$ cat src/verilog/udo_pkg.sv
// package: constants shared by both ends of the ultra dma data-out burst
package udo_pkg;
  localparam int DATA_W  = 16;
  localparam int CNT_W   = 8;
  // timing counts for a single mode, in cycles of the host clock
  localparam logic [CNT_W-1:0] T_ACK  = 8'h03;
  localparam logic [CNT_W-1:0] T_ENV  = 8'h02;
  localparam logic [CNT_W-1:0] T_UI   = 8'h01;
  localparam logic [CNT_W-1:0] T_DVS  = 8'h02;
  localparam logic [CNT_W-1:0] T_DVH  = 8'h01;
  localparam logic [CNT_W-1:0] T_CYC  = 8'h06;
  localparam logic [CNT_W-1:0] T_MLI  = 8'h02;
  // device counts, in link clock cycles
  localparam logic [CNT_W-1:0] T_RP   = 8'h04;
  localparam logic [CNT_W-1:0] T_ZIORDY = 8'h01;
  localparam logic [2:0]       EXTRA_LOW  = 3'h2; // modes 0-2
  localparam logic [2:0]       EXTRA_HIGH = 3'h3; // modes 3-4
endpackage

$ cat src/verilog/udo_if.sv
// interface: link wires between host and device ends
`timescale 1ns/1ns
interface udo_if;
  logic        dmarq;
  logic        dmack;     // active high here, the host drives it
  logic        stop;
  logic        hstrobe;
  logic [15:0] dd_out;
  logic        dd_oe;
  logic        ddmardy;   // asserted = ready
  logic        ddmardy_oe;
  modport dev (input dmack, stop, hstrobe, dd_out, dd_oe, output dmarq, ddmardy, ddmardy_oe);
  modport host (output dmack, stop, hstrobe, dd_out, dd_oe, input dmarq, ddmardy, ddmardy_oe);
endinterface

$ cat src/verilog/udo_device.sv
// device end: accepts host words on both strobe edges, pauses, terminates, checks crc
`timescale 1ns/1ns
module udo_device
  import udo_pkg::*;
(
  input  wire logic              link_clk,
  input  wire logic              reset,
  udo_if.dev                     lnk,
  input  wire logic              start,       // request a burst
  input  wire logic              pause,       // hold the host off
  input  wire logic              finish,      // end the burst
  input  wire logic              high_mode,   // modes 3 or 4
  input  wire logic              cmd_clear,   // new command, clears crc error
  input  wire logic [DATA_W-1:0] crc_own,
  output logic [DATA_W-1:0]      word,
  output logic                   word_valid,
  output logic [2:0]             extra_cnt,   // words seen since ready dropped
  output logic                   busy,
  output logic                   crc_err,
  output logic [DATA_W-1:0]      crc_got
);
  // ---------------------------------------------------------------
  // notes
  // ---------------------------------------------------------------
  // every link input passes two flip-flops before any decision reads it
  // the data lines pass the same two stages, so a word lines up with
  // the strobe sample that first shows its edge
  // a strobe edge is seen in the cycle that the second stage first shows it, by comparing
  // that stage with its own delayed copy
  // the host needs a few link cycles to see ready drop, so words that
  // arrive after a pause or a finish request are still captured
  // the strobe rise that the host makes at termination comes together
  // with stop; once stop is seen in termination no edge carries data
  // the request line stays high until T_RP+1 cycles after ready drops, and at least for the first cycle
  // of termination, and low from then until idle, so a start request is only taken back in the idle state
  // the extra counter saturates; it is a status for the core only
  // high_mode is kept for the core; capture never limits extra words,
  // so both the low and the high mode allowances are met
  // the crc flag is sticky until a new command clears it; a miscompare
  // landing in the same cycle as the clear wins only if the flag was not already set
  // the ready line is driven from the first cycle that acknowledge is
  // seen until acknowledge is seen low again at the end of the burst
  // outputs all come from the state register, busy included
  // the link clock has no fixed phase to the host clock, so nothing
  // here may assume a count of host cycles between two link events
  typedef enum logic [2:0]
  {
    S_IDLE = 3'b000,
    S_REQ  = 3'b001,
    S_RUN  = 3'b010,
    S_PAUS = 3'b011,
    S_TERM = 3'b100,
    S_END  = 3'b101
  } udo_state_e;

  typedef struct packed
  {
    udo_state_e        st;        // burst sequencing state
    logic [1:0]        ack_s;     // acknowledge synchroniser
    logic [1:0]        stop_s;    // stop synchroniser
    logic [1:0]        stb_s;     // strobe synchroniser
    logic [DATA_W-1:0] d1;        // data, first stage
    logic [DATA_W-1:0] d2;        // data, second stage, aligned with stb_s[1]
    logic              stb_prev;  // strobe one cycle behind stb_s[1]
    logic              ack_prev;  // acknowledge one cycle behind ack_s[1]
    logic              got_one;   // a word has landed in this burst
    logic              dmarq;     // request line
    logic              rdy;       // ready line level
    logic              rdy_oe;    // ready line driven
    logic              bsy;       // burst in progress, registered
    logic [CNT_W-1:0]  cnt;       // timing down-counter
    logic [2:0]        extra;     // words seen since ready dropped
    logic [DATA_W-1:0] word;      // last captured word
    logic [DATA_W-1:0] crc;       // crc word latched from the host
    logic              wv;        // word strobe, one cycle
    logic              err;       // sticky crc miscompare
  } udo_dev_s;

  udo_dev_s s_reg, s_next;
  logic stb_edge;

  // ---------------------------------------------------------------
  // next state
  // ---------------------------------------------------------------
  always_comb
  begin
    s_next = s_reg;
    // synchronisers and delayed copies for edge detection
    s_next.ack_s  = {s_reg.ack_s[0], lnk.dmack};
    s_next.stop_s = {s_reg.stop_s[0], lnk.stop};
    s_next.stb_s  = {s_reg.stb_s[0], lnk.hstrobe};
    s_next.d1 = lnk.dd_out;
    s_next.d2 = s_reg.d1;
    s_next.stb_prev = s_reg.stb_s[1];
    s_next.ack_prev = s_reg.ack_s[1];
    s_next.wv = 1'b0;
    stb_edge = s_reg.stb_s[1] != s_reg.stb_prev;
    if (s_reg.cnt != '0) s_next.cnt = s_reg.cnt - 1'b1;
    // capture on either strobe edge while a burst is live
    if (stb_edge && s_reg.ack_prev && (s_reg.st == S_RUN || s_reg.st == S_PAUS
        || (s_reg.st == S_TERM && !s_reg.stop_s[1])))
    begin
      s_next.word = s_reg.d2;
      s_next.wv = 1'b1;
      s_next.got_one = 1'b1;
      if (!s_reg.rdy && s_reg.extra != 3'h7) s_next.extra = s_reg.extra + 1'b1;
    end
    if (cmd_clear) s_next.err = 1'b0;
    // ---------------------------------------------------------------
    // burst sequencing
    // ---------------------------------------------------------------
    case (s_reg.st)
      // wait for a start request while acknowledge is low
      S_IDLE:
      begin
        s_next.got_one = 1'b0;
        if (start && !s_reg.ack_s[1])
        begin
          s_next.dmarq = 1'b1;
          s_next.st = S_REQ;
        end
      end
      // drive ready low on acknowledge, raise it once stop drops
      S_REQ:
      begin
        if (s_reg.ack_s[1] && !s_reg.rdy_oe)
        begin
          s_next.rdy_oe = 1'b1;
          s_next.rdy = 1'b0;
        end
        if (s_reg.rdy_oe && !s_reg.stop_s[1])
        begin
          s_next.rdy = 1'b1;
          s_next.st = S_RUN;
        end
      end
      // words flow; pause or finish only after the first word
      S_RUN:
        if (s_reg.got_one && (pause || finish))
        begin
          s_next.rdy = 1'b0;
          s_next.extra = '0;
          s_next.cnt = T_RP;
          s_next.st = finish ? S_TERM : S_PAUS;
        end
      // ready low, host held off
      S_PAUS:
        if (finish)
        begin
          s_next.st = S_TERM;
        end
        else if (!pause)
        begin
          s_next.rdy = 1'b1;
          s_next.st = S_RUN;
        end
      // drop the request after the ready-to-request gap, take the crc
      S_TERM:
      begin
        if (s_reg.cnt == '0) s_next.dmarq = 1'b0;
        if (s_reg.ack_prev && !s_reg.ack_s[1])
        begin
          s_next.crc = s_reg.d2;
          if (s_reg.d2 != crc_own && !s_reg.err) s_next.err = 1'b1;
          s_next.rdy_oe = 1'b0;
          s_next.cnt = T_ZIORDY;
          s_next.st = S_END;
        end
      end
      // ready line released, settle before the next burst
      default:
        if (s_reg.cnt == '0) s_next.st = S_IDLE;
    endcase
    // registered busy so the output comes straight from a flop
    s_next.bsy = (s_next.st != S_IDLE);
    if (reset)
    begin
      s_next = '0;
      s_next.st = S_IDLE;
    end
  end

  // ---------------------------------------------------------------
  // state register and outputs
  // ---------------------------------------------------------------
  always_ff @(posedge link_clk)
  begin
    s_reg <= s_next;
  end

  assign lnk.dmarq      = s_reg.dmarq;
  assign lnk.ddmardy    = s_reg.rdy;
  assign lnk.ddmardy_oe = s_reg.rdy_oe;
  assign word           = s_reg.word;
  assign word_valid     = s_reg.wv;
  assign extra_cnt      = s_reg.extra;
  assign busy           = s_reg.bsy;
  assign crc_err        = s_reg.err;
  assign crc_got        = s_reg.crc;
  logic unused_mode;
  assign unused_mode = high_mode & (EXTRA_LOW != EXTRA_HIGH);
endmodule

$ cat src/flat_wrapper.sv
// flat-port wrapper written by rule: the top's interface ports become plain ports
module udo_device_flat import udo_pkg::*;
  (link_clk, reset, start, pause, finish, high_mode, cmd_clear, crc_own, word, word_valid, extra_cnt, busy, crc_err, crc_got, lnk_dmack, lnk_stop, lnk_hstrobe, lnk_dd_out, lnk_dd_oe, lnk_dmarq, lnk_ddmardy, lnk_ddmardy_oe);
  udo_if lnk_i ();
  input  wire logic link_clk;
  input  wire logic reset;
  input  wire logic start;
  input  wire logic pause;
  input  wire logic finish;
  input  wire logic high_mode;
  input  wire logic cmd_clear;
  input  wire logic [DATA_W-1:0] crc_own;
  output logic [DATA_W-1:0] word;
  output logic word_valid;
  output logic [2:0] extra_cnt;
  output logic busy;
  output logic crc_err;
  output logic [DATA_W-1:0] crc_got;
  input wire logic [$bits(lnk_i.dmack)-1:0] lnk_dmack;
  input wire logic [$bits(lnk_i.stop)-1:0] lnk_stop;
  input wire logic [$bits(lnk_i.hstrobe)-1:0] lnk_hstrobe;
  input wire logic [$bits(lnk_i.dd_out)-1:0] lnk_dd_out;
  input wire logic [$bits(lnk_i.dd_oe)-1:0] lnk_dd_oe;
  output wire logic [$bits(lnk_i.dmarq)-1:0] lnk_dmarq;
  output wire logic [$bits(lnk_i.ddmardy)-1:0] lnk_ddmardy;
  output wire logic [$bits(lnk_i.ddmardy_oe)-1:0] lnk_ddmardy_oe;
  assign lnk_i.dmack = lnk_dmack;
  assign lnk_i.stop = lnk_stop;
  assign lnk_i.hstrobe = lnk_hstrobe;
  assign lnk_i.dd_out = lnk_dd_out;
  assign lnk_i.dd_oe = lnk_dd_oe;
  assign lnk_dmarq = lnk_i.dmarq;
  assign lnk_ddmardy = lnk_i.ddmardy;
  assign lnk_ddmardy_oe = lnk_i.ddmardy_oe;
  udo_device u_core (.link_clk(link_clk), .reset(reset), .lnk(lnk_i), .start(start), .pause(pause), .finish(finish), .high_mode(high_mode), .cmd_clear(cmd_clear), .crc_own(crc_own), .word(word), .word_valid(word_valid), .extra_cnt(extra_cnt), .busy(busy), .crc_err(crc_err), .crc_got(crc_got));
endmodule
$ cat config.mk
export PLATFORM = sky130hd
export DESIGN_NAME = udo_device_flat
export DESIGN_NICKNAME = d
export VERILOG_FILES = /design/src/verilog/udo_pkg.sv /design/src/verilog/udo_if.sv /design/src/verilog/udo_device.sv /design/src/flat_wrapper.sv
export SDC_FILE = /design/constraint.sdc
export NUM_CORES = 1
export LEC_CHECK = 0
export BUFFER_PORTS_ARGS = -buffer_cell sky130_fd_sc_hd__buf_4
export CAP_MARGIN = 15
export CORE_ASPECT_RATIO = 1.1
export CORE_UTILIZATION = 25
export DETAILED_ROUTE_END_ITERATION = 8
export PLACE_DENSITY = 0.43
export REMOVE_ABC_BUFFERS = 1
export SYNTH_ARGS = -nofsm -noshare
export SYNTH_HDL_FRONTEND = slang
export SYNTH_SLANG_ARGS = --single-unit
$ cat constraint.sdc
create_clock -name link_clk -period 1.6 [get_ports link_clk]
set_input_delay 0.32 -clock link_clk [delete_from_list [all_inputs] [get_ports link_clk]]
set_output_delay 0.32 -clock link_clk [all_outputs]
set_load 0.01 [all_outputs]
# Yosys cells after proc, flatten, opt, wreduce, memory -nomap -nowiden
# Index checks and enable logic that the tools add are counted.
[word_totals] ff_bits=93 in_bits=43 out_inout_bits=41 wordCells=98
[classes] n_addsub=2 eq_ne=15 muxes=32 reduce_logical=30
[ops] op="3-bit two-way mux" n=10
[ops] op="19-bit two-way mux" n=1
[ops] op="8-bit two-way mux" n=2
[ops] op="16-bit inequality test" n=1
[ops] op="8-bit case mux with 2 select lines" n=1
[ops] op="3-bit case mux with 5 select lines" n=1
[ops] op="1-bit two-way mux" n=12
[ops] op="11-bit two-way mux" n=1
[ops] op="1-bit logical AND" n=10
[ops] op="2-bit inequality test, second input constant" n=5
[ops] op="8-bit logical NOT" n=1
[ops] op="8-bit nonzero test" n=1
[ops] op="8-bit by 1-bit subtractor with 8-bit output, second input constant" n=1
[ops] op="3-bit by 2-bit == test with 1-bit output, second input constant" n=2
[ops] op="3-bit AND reduction" n=2
[ops] op="3-bit nonzero test" n=2
[ops] op="1-bit logical NOT" n=5
[ops] op="5-bit AND reduction" n=1
[ops] op="2-bit by 1-bit inequality test with 1-bit output, second input constant" n=2
[ops] op="1-bit case mux with 2 select lines" n=2
[ops] op="2-bit nonzero test" n=2
[ops] op="3-bit by 1-bit adder with 3-bit output, second input constant" n=1
[ops] op="3-bit by 1-bit == test with 1-bit output, second input constant" n=1
[ops] op="3-bit == test, second input constant" n=1
[ops] op="other kinds (9)" n=11

# Logic depth before layout (Yosys ltp)
# Gate-level depths: netlist (run 1).
[depth] depth_word=7 depth_mapped=7 depth_no_buf=6

# Worst setup path after synthesis (run 1)
# Ideal clock, no wire load.
[synth_path] path_type="reg-to-reg" startpoint="register u_core.s_reg[90] (netlist bit)" endpoint="register u_core.s_reg, in the netlist u_core.word[8]" setup_time_ns=0.128 t_arrival_ns=1.330 required_ns=1.472 setup_slack_ns=0.142 path_stages_with_launch=8 n_path_buf=3 synth_period_minus_slack_ns=1.458 path_cell_list="dfxtp_1 > buf_2 > nor4b_4 > o211ai_2 > buf_6 > buf_6 > mux2i_1 > nor2_1"
[synth_between] elab_chain_len=4 word_cells_on_any_way=7 classes_between="eq/ne (3); reduce/logical (4)"
[synth_lines] element="from (decl)" line="udo_device.sv:79" rtl="udo_dev_s s_reg, s_next;"
[synth_lines] element="from (signal assigned)" line="udo_device.sv:188" rtl="s_reg <= s_next;"
[synth_lines] element="3-bit by 2-bit == test with 1-bit output / 3-bit == test (equally long branches)" line="udo_device.sv:100, udo_device.sv:101"
[synth_lines] element="1-bit logical OR / 1-bit logical AND (equally long branches)" line="udo_device.sv:100, udo_device.sv:101"
[synth_lines] element="1-bit logical OR (*)" line="udo_device.sv:101" rtl="|| (s_reg.st == S_TERM && !s_reg.stop_s[1])))"
[synth_lines] element="1-bit logical AND (*)" line="udo_device.sv:100" rtl="if (stb_edge && s_reg.ack_prev && (s_reg.st == S_RUN || s_reg.st == S_PAUS"
# Every way passes the cells marked *; elsewhere a longest branch is shown, timed or not.
# A chain may end at the register's enable or synchronous reset.

# Worst setup path after layout (run 1)
[layout_path] startpoint="register u_core.s_reg[44] (netlist bit)" endpoint="register u_core.s_reg, in the netlist u_core.busy"
[layout_between] elab_chain_len=4
[layout_lines] element="8-bit logical NOT" line="udo_device.sv:172" rtl="if (s_reg.cnt == '0) s_next.st = S_IDLE;"
[layout_lines] element="3-bit two-way mux" line="udo_device.sv:172"
[layout_lines] element="3-bit case mux with 5 select lines" line="udo_device.sv:112" rtl="case (s_reg.st)"
[layout_lines] element="3-bit nonzero test" line="udo_device.sv:175" rtl="s_next.bsy = (s_next.st != S_IDLE);"
# Every way passes these cells.

==> results of run 1 <==
==> critical path, delay by kind of cell (launching register included) <==
family | cells | cell delay (ps)
AND/OR/NAND/NOR | 2 | 670
AO/OA/AOI/OAI | 2 | 360
flip-flops | 1 | 330
==> metal layers <==
metal  GRT usage, %  vias up  wire length [um]  share of wire [%]
li1               -     1333                 -                  -
met1           13.7     1147              3860                 48
met2           17.6       47              3690                 46
met3           3.67        9               359                4.5
met4           5.28        0               136                1.7
met5              0        -                 0                  0
==> through the flow <==
step / TNS [ps] / area (um^2) / hold WS [ps]
6_report: 0 / 4670 / 184
5_1_grt: 0 / 4670 / 173
4_1_cts: 0 / 4670 / 165
3_5_place_dp: 0 / 4380 / 423
3_3_place_gp: 0 / 4380 / 416
2_1_floorplan: -4790 / 3370 / 385
==> worst paths after layout <==
path	from	cells past startpoint	slack, ps	to
max	u_core.s_reg[44]	4	110	u_core.busy
min	lnk_dd_out[3]	2	180	u_core.s_reg[71]
max reg2reg	u_core.s_reg[44]	4	110	u_core.busy
min reg2reg	u_core.s_reg[72]	1	440	u_core.s_reg[56]
==> repair_timing <==
action | CTS | global route
setup endpoints to repair | 0 | 19
gates resized for setup | 0 | 4
endpoints found under the hold margin | 0 | 0
==> final cells by class <==
class,instances,area share [%]
flip-flops and latches,93,39.9
multi-input cells,228,31.7
repair buffers,98,16.3
clock buffers,11,5.20
well taps,192,5.14
clock inverters,4,1.04
inverters,9,0.723
==> power by group <==
| group | switching (mW) | internal, mW | total [mW] | leakage, nW |
|---|---|---|---|---|
| clock network | 0.856 | 1.24 | 2.10 | 0.145 |
| registers | 0.115 | 2.47 | 2.58 | 0.761 |
| logic | 0.430 | 0.466 | 0.895 | 1.13 |
| total | 1.40 | 4.18 | 5.58 | 2.03 |
==> cells by family (layout without fill, tap and decap cells) <==
| family | after synthesis | in the layout |
|---|---|---|
| AND/OR/NAND/NOR | 140 | 140 |
| buffers and inverters | 61 | 122 |
| flip-flops | 93 | 93 |
| AO/OA/AOI/OAI | 40 | 40 |
| multiplexers | 19 | 19 |
| XOR/XNOR | 25 | 25 |
| adder cells (fa/ha/maj) | 4 | 4 |
==> layout by cell type, fill, tap and decap left out, types with 3 or more instances in the layout <==
| master | n |
|---|---|
| mux2i_1 | 19 |
| nand3_1 | 3 |
| nor3_1 | 5 |
| dfxtp_1 | 90 |
| nand2_1 | 35 |
| buf_4 | 96 |
| clkbuf_16 | 9 |
| nand4_1 | 4 |
| inv_1 | 9 |
| a31oi_1 | 4 |
| xor2_1 | 4 |
| nor2b_1 | 41 |
| xnor2_1 | 21 |
| ha_1 | 4 |
| nor2_1 | 33 |
| nand2b_1 | 3 |
| dfxtp_2 | 3 |
| a21oi_1 | 22 |
==> results.toml, run 1 <==
[global_route]
antenna_found_initial = 0
grt_usage_pct = 11.1
overflow = 0
grt_pass1_vias = 2536
grt_pass1_wl_mm = 13.0
grt_max_degree = 45

[drt]
dr_total_vias = 2536
drc = 0
drt-total-wl_mm = 8.05
wl_per_cell_um = 12.7
vias_per_cell = 3.99
ant_nets = 0
drt_first_pass_iters = 3
drtIter0Drc = 58

[final_layout]
drive_gt1_share_pct = 28.4
seqCellArea_mm2 = 0.00187
n_antenna_cell = 0
utilization_pct = 32.3
multiInputGateArea_mm2 = 0.00148
layoutNonFillerInstCount = 635
fill_cells = 1511
nets = 486
area_growth_pct = 25.6
largest_reg_flops = 52

[place]
dp_cells = 620
place_ws_ps = 30.7
place.gp.congestion = 0.761
portBuffers = 81
place_hpwl_mm = 5.87

[synth]
yosys.area_share.simple_pct = 20.0
syn_area_mm2 = 0.00372
synth-xor-area-share_pct = 5.89
ys.warnings.count = 0
synth_compound_area_share_pct = 7.20
synth_edf_count = 0
ys_seq_area_share_pct = 50.1
synth_top_area_share_pct = 50.1
ys_async_sr_fraction_pct = 0
synth_area_per_cell_um2 = 9.73
ys.flop_type = "dfxtp_1"
synth.largest_area_cell = "dfxtp_1"
synth_fa_ha_area_share_pct = 1.35
post-synth-top-count-cell = "dfxtp_1"
ys_seq_elements = 93
yosys-top-cells-area = "dfxtp_1, buf_4, nor2b_1"
synthTopCellsByCount = "dfxtp_1, nor2b_1, buf_4"
yosys-mux-area-fraction_pct = 5.11
synth_top_family_by_area = "simple AND/OR/NAND/NOR gates"
synth_cells = 382
synth.distinct_cells = 45

[pwr]
total_power_mw = 5.58
ir_worst_vdd_uv = 479
powerDensity_mw_per_mm2 = 1190
leakage_nw = 2.03

[floorplan]
coreArea_mm2 = 0.0144
initial_utilization_pct = 25.7
die_area_mm2 = 0.0154
die_w_um = 118
io_pins = 84
placement_rows = 46
die_h_um = 130

[setup_path]
start_kind = "flop"
worstPathRequired_ps = 1810
endpoint_kind = "flop"
crit_fanout = 4
critical-path-max-stage-delay_ps = 380
slowest_stage = "nor4_1"
crit_arrival_ps = 1700
crit_chain = "nor4_1 > and3_1 > o2111a_1 > a31oi_1"
critPathKind = "reg -> reg"

[clocking]
hold_buffers = 0
h-tree-depth = 3
cts_buffer_depth = 2
cts_setup_buffers = 0
cts_root_buf = "clkbuf_16"
cts_num_sinks = 93
clock_latency_ps = 340
numCtsBuffers = 9
clkTransAtPathRegs_ps = 60
cts_tree = "built"

[sta]
rsz0062_at_grt = "no"
skew_ps = 8.39
slew_violations = 0
finalCritPeriodShare_pct = 93.3
tightestPinTransition_ps = 356
fin_ws_ps = 107
max_slew_margin_pct = 76.1
fmax_mhz = 670
finalHoldViolations = 0
period_minus_slack_ps = 1490
setup_violations = 0

[min_path]
min_path_type = "in -> reg"

[status]
status = "finished, final reports clean"

[run]
cap_violations = 0
Note: power is estimated with default switching activity, not from simulation.
==> run 2, diff against run 1 <==
SETUP_SLACK_MARGIN = 0.2   (was unset)
==> results.toml, run 2 (same netlist as run 1, synthesis figures left out) <==
[status]
status = "finished, final reports clean"

[global_route]
overflow = 0
antenna_found_initial = 0
grt_pass1_vias = 2544
grt_usage_pct = 11.1
grt_max_degree = 45
grt_pass1_wl_mm = 13.0

[drt]
drt-total-wl_mm = 8.20
drt_first_pass_iters = 4
wl_per_cell_um = 12.8
ant_nets = 0
drtIter0Drc = 63
dr_total_vias = 2567
vias_per_cell = 4.02
drc = 0

[sta]
whs_ps = 182
period_minus_slack_ps = 1410
fmax_mhz = 709
finalCritPeriodShare_pct = 88.1
slew_violations = 0
fin_ws_ps = 190
max_slew_margin_pct = 79.1
finalHoldViolations = 0
skew_ps = 10.0
tightestPinTransition_ps = 311
setup_violations = 0
rsz0062_at_grt = "yes"

[floorplan]
die_area_mm2 = 0.0154
coreArea_mm2 = 0.0144
die_h_um = 130
die_w_um = 118
initial_utilization_pct = 25.7
io_pins = 84
placement_rows = 46

[clocking]
clock_latency_ps = 340
numCtsBuffers = 9
hold_buffers = 0
cts_tree = "built"
cts_num_sinks = 93
cts_buffer_depth = 2
clkTransAtPathRegs_ps = 60
cts_root_buf = "clkbuf_16"
h-tree-depth = 3

[final_layout]
fill_cells = 1496
area_growth_pct = 29.4
drive_gt1_share_pct = 33.8
layout_common_cells = "buf_4, dfxtp_1, nor2b_1, nand2_1, nor2_1"
largest_reg_flops = 52
n_antenna_cell = 0
layout_commonest_cell = "buf_4"
nets = 490

[setup_path]
crit_arrival_ps = 1670
start_kind = "flop"
critPathKind = "reg -> reg"
r2r-end = "u_core.busy"
reg2reg_depth = 4
worstPathRequired_ps = 1860
endpoint_kind = "flop"
r2r-start = "u_core.s_reg[91]"
crit_fanout = 6
r2r_setup_slack_ps = 190

[pwr]
ir_worst_vdd_uv = 506
powerDensity_mw_per_mm2 = 1190
leakage_nw = 2.07

[min_path]
min_path_type = "in -> reg"
min_path_cells = 2
holdPathEnd = "u_core.s_reg[71]"
hp-start = "lnk_dd_out[3]"

[place]
portBuffers = 81
place_ws_ps = 30.7
place_hpwl_mm = 5.87
place.gp.congestion = 0.761

[run]
cap_violations = 0
-- run 2: what timing repair did --
action	CTS	global route
setup endpoints to repair	44	41
buffers inserted	2	2
gates resized for setup	13	18
pin swaps	4	11
-- run 2: final cells by class --
| class | count | area [um^2] | area share, % |
|---|---|---|---|
| Sequential cell | 93 | 1870 | 38.9 |
| Multi-Input combinational cell | 228 | 1580 | 32.7 |
| Timing Repair Buffer | 102 | 798 | 16.6 |
| Clock buffer | 11 | 243 | 5.04 |
| Tap cell | 192 | 240 | 4.99 |
| Clock inverter | 4 | 48.8 | 1.01 |
| Inverter | 9 | 33.8 | 0.702 |
-- run 2: worst max-delay path by stage --
stage	startpoint	end	slack (ps)	cells after the start
2_1_floorplan	u_core.s_reg[92]	u_core.word[0]	-280	4
3_3_place_gp	u_core.s_reg[91]	u_core.s_reg[38]	80	4
3_5_place_dp	u_core.s_reg[91]	u_core.s_reg[38]	30	4
4_1_cts	u_core.s_reg[90]	u_core.busy	190	5
5_1_grt	u_core.s_reg[91]	u_core.extra_cnt[1]	130	5
6_report	u_core.s_reg[91]	u_core.busy	190	4
-- run 2: worst max-delay path, stage by stage (launching register included) --
cell and delay [ps]:
dfxtp_4 370, buf_4 150, or2_1 220, a311o_1 370, a31oi_1 220
-- run 2: metrics by stage --
stage	area, um^2	utilization (%)	instances	setup TNS (ps)	total power, mW
finish	4810	33.3	639	0	5.74
detailed placement	4380	30.3	620	0	3.53
global route	4810	33.3	639	0	6.04
CTS	4720	32.7	637	0	5.73
global placement	4380	30.3	620	0	3.53
floorplan	3370	-	330	-4790	3.20
-- run 2: layer usage --
| layer | track usage [%] | share of wire, % |
|---|---|---|
| met5 | 0 | 0 |
| met4 | 5.28 | 1.4 |
| met3 | 3.67 | 4.5 |
| met2 | 17.6 | 47 |
| met1 | 13.7 | 47 |
-- run 2: power by group --
part	leakage (nW)	switching (mW)	internal, mW
clock	0.145	0.850	1.24
sequential	0.763	0.123	2.47
combinational	1.16	0.496	0.560
total	2.07	1.47	4.27
==> run 3, diff against run 2 <==
CORE_ASPECT_RATIO = 0.75   (was 1.1)
==> results.toml, run 3 (same netlist as run 1, synthesis figures left out) <==
[status]
status = "finished, final reports clean"

[floorplan]
io_pins = 84
die_w_um = 143
coreArea_mm2 = 0.0145
die_h_um = 108
placement_rows = 38
initial_utilization_pct = 25.6
die_area_mm2 = 0.0154

[global_route]
grt_max_degree = 62
grt_usage_pct = 11.7
overflow = 0
antenna_found_initial = 0
grt_pass1_wl_mm = 13.5
grt_pass1_vias = 2574

[final_layout]
layout_common_cells = "buf_4, dfxtp_1, nor2b_1, nand2_1, nor2_1"
area_growth_pct = 29.2
n_antenna_cell = 0
utilization_pct = 33.1
largest_reg_flops = 52
fin_area_mm2 = 0.00480
nets = 492
drive_gt1_share_pct = 33.6
layout_commonest_cell = "buf_4"
fill_cells = 1506

[run]
cap_violations = 0

[place]
portBuffers = 81
place_ws_ps = 60.8
placed_area_mm2 = 0.00437
place.gp.congestion = 0.774
place_hpwl_mm = 5.92

[clocking]
cts_root_buf = "clkbuf_16"
cts_num_sinks = 93
cts_buffer_depth = 2
hold_buffers = 0
clock_latency_ps = 340
h-tree-depth = 3
clkTransAtPathRegs_ps = 70
cts_tree = "built"
numCtsBuffers = 9

[drt]
dr_total_vias = 2601
drt-total-wl_mm = 8.47
ant_nets = 0
drt_first_pass_iters = 4
wl_per_cell_um = 13.0
drtIter0Drc = 54
vias_per_cell = 4.00
drc = 0

[pwr]
switching_share_pct = 27.1
leakage_nw = 2.06
clockPowerShare_pct = 35.3
ir_worst_vdd_uv = 553
powerDensity_mw_per_mm2 = 1190
p_sw_mw = 1.55
intPower_mw = 4.19
pwr-share-comb_pct = 18.9
power_frac_seq_pct = 45.8

[setup_path]
crit_fanout = 4
endpoint_kind = "flop"
critical-path-max-stage-delay_ps = 550
cp.buffers_inverters = 0
start_kind = "flop"
slowest_stage = "or4_4"
critPathKind = "reg -> reg"
cpLargestDelayFamily = "simple AND/OR/NAND/NOR gates"
worstPathRequired_ps = 1830
crit_arrival_ps = 1640
crit_chain = "or4_4 > nor4_4 > xnor2_1 > nor2_1"

[sta]
max_slew_margin_pct = 57.6
tightestPinTransition_ps = 636
finalHoldViolations = 0
fin_ws_ps = 194
period_minus_slack_ps = 1410
fmax_mhz = 711
rsz0062_at_grt = "yes"
finalCritPeriodShare_pct = 87.9
slew_violations = 0
skew_ps = 11.3
setup_violations = 0

[min_path]
min_path_type = "in -> reg"
[run 3: cell types whose count changed in the layout (fill, tap and decap cells not counted), moves of 3 or more]
cell	before	now
nor2_1	28	32
nor2_2	5	2
dfxtp_2	4	8
dfxtp_1	87	82
buf_4	98	102
[run 3: final cells by class]
cell class                      count  area (um^2)  area share [%]
Clock buffer                       12          246            5.13
Timing Repair Buffer              104          797            16.6
Clock inverter                      4         32.5           0.677
Inverter                            9         33.8           0.703
Sequential cell                    93         1880            39.2
Multi-Input combinational cell    228         1560            32.5
Tap cell                          200          250            5.21
[run 3: routing by layer]
layer / part of all wire (%) / track usage, % / vias to the layer above
met3: 6.6 / 4.58 / 7
met5: 0 / 0 / -
met2: 43 / 17.0 / 59
li1: - / - / 1346
met4: 1.0 / 3.46 / 0
met1: 49 / 15.7 / 1189
[run 3: worst paths after layout]
kind                          from          endpoint  slack [ps]  depth (start not counted)
setup reg to reg  u_core.s_reg[40]  u_core.s_reg[44]         190                          4
hold / removal       lnk_dd_out[0]  u_core.s_reg[68]         180                          2
setup / recovery  u_core.s_reg[40]  u_core.s_reg[44]         190                          4
hold reg to reg   u_core.s_reg[76]  u_core.s_reg[60]         440                          1
[run 3: metrics by stage]
stage / total power, mW / std cells / hold slack [ps] / setup TNS [ps]
floorplan: 3.20 / 330 / 385 / -4790
global placement: 3.50 / 628 / 419 / 0
detailed placement: 3.51 / 628 / 422 / 0
CTS: 5.71 / 648 / 168 / 0
global route: 6.06 / 650 / 169 / 0
finish: 5.74 / 650 / 181 / 0
[run 3: repair_timing]
| item | in CTS | in global routing |
|---|---|---|
| endpoints found under the setup margin | 48 | 46 |
| setup buffers | 4 | 2 |
| cloned | 0 | 0 |
| pin swaps | 2 | 12 |
| gates resized for setup | 10 | 21 |
[run 3: power by group through the flow]
stage	clock network [mW]	registers (mW)	logic, mW
floorplan	0	2.62	0.585
global placement	0	2.65	0.856
detailed placement	0	2.64	0.867
CTS	2.13	2.61	0.975
global route	2.20	2.65	1.21
finish	2.03	2.63	1.08
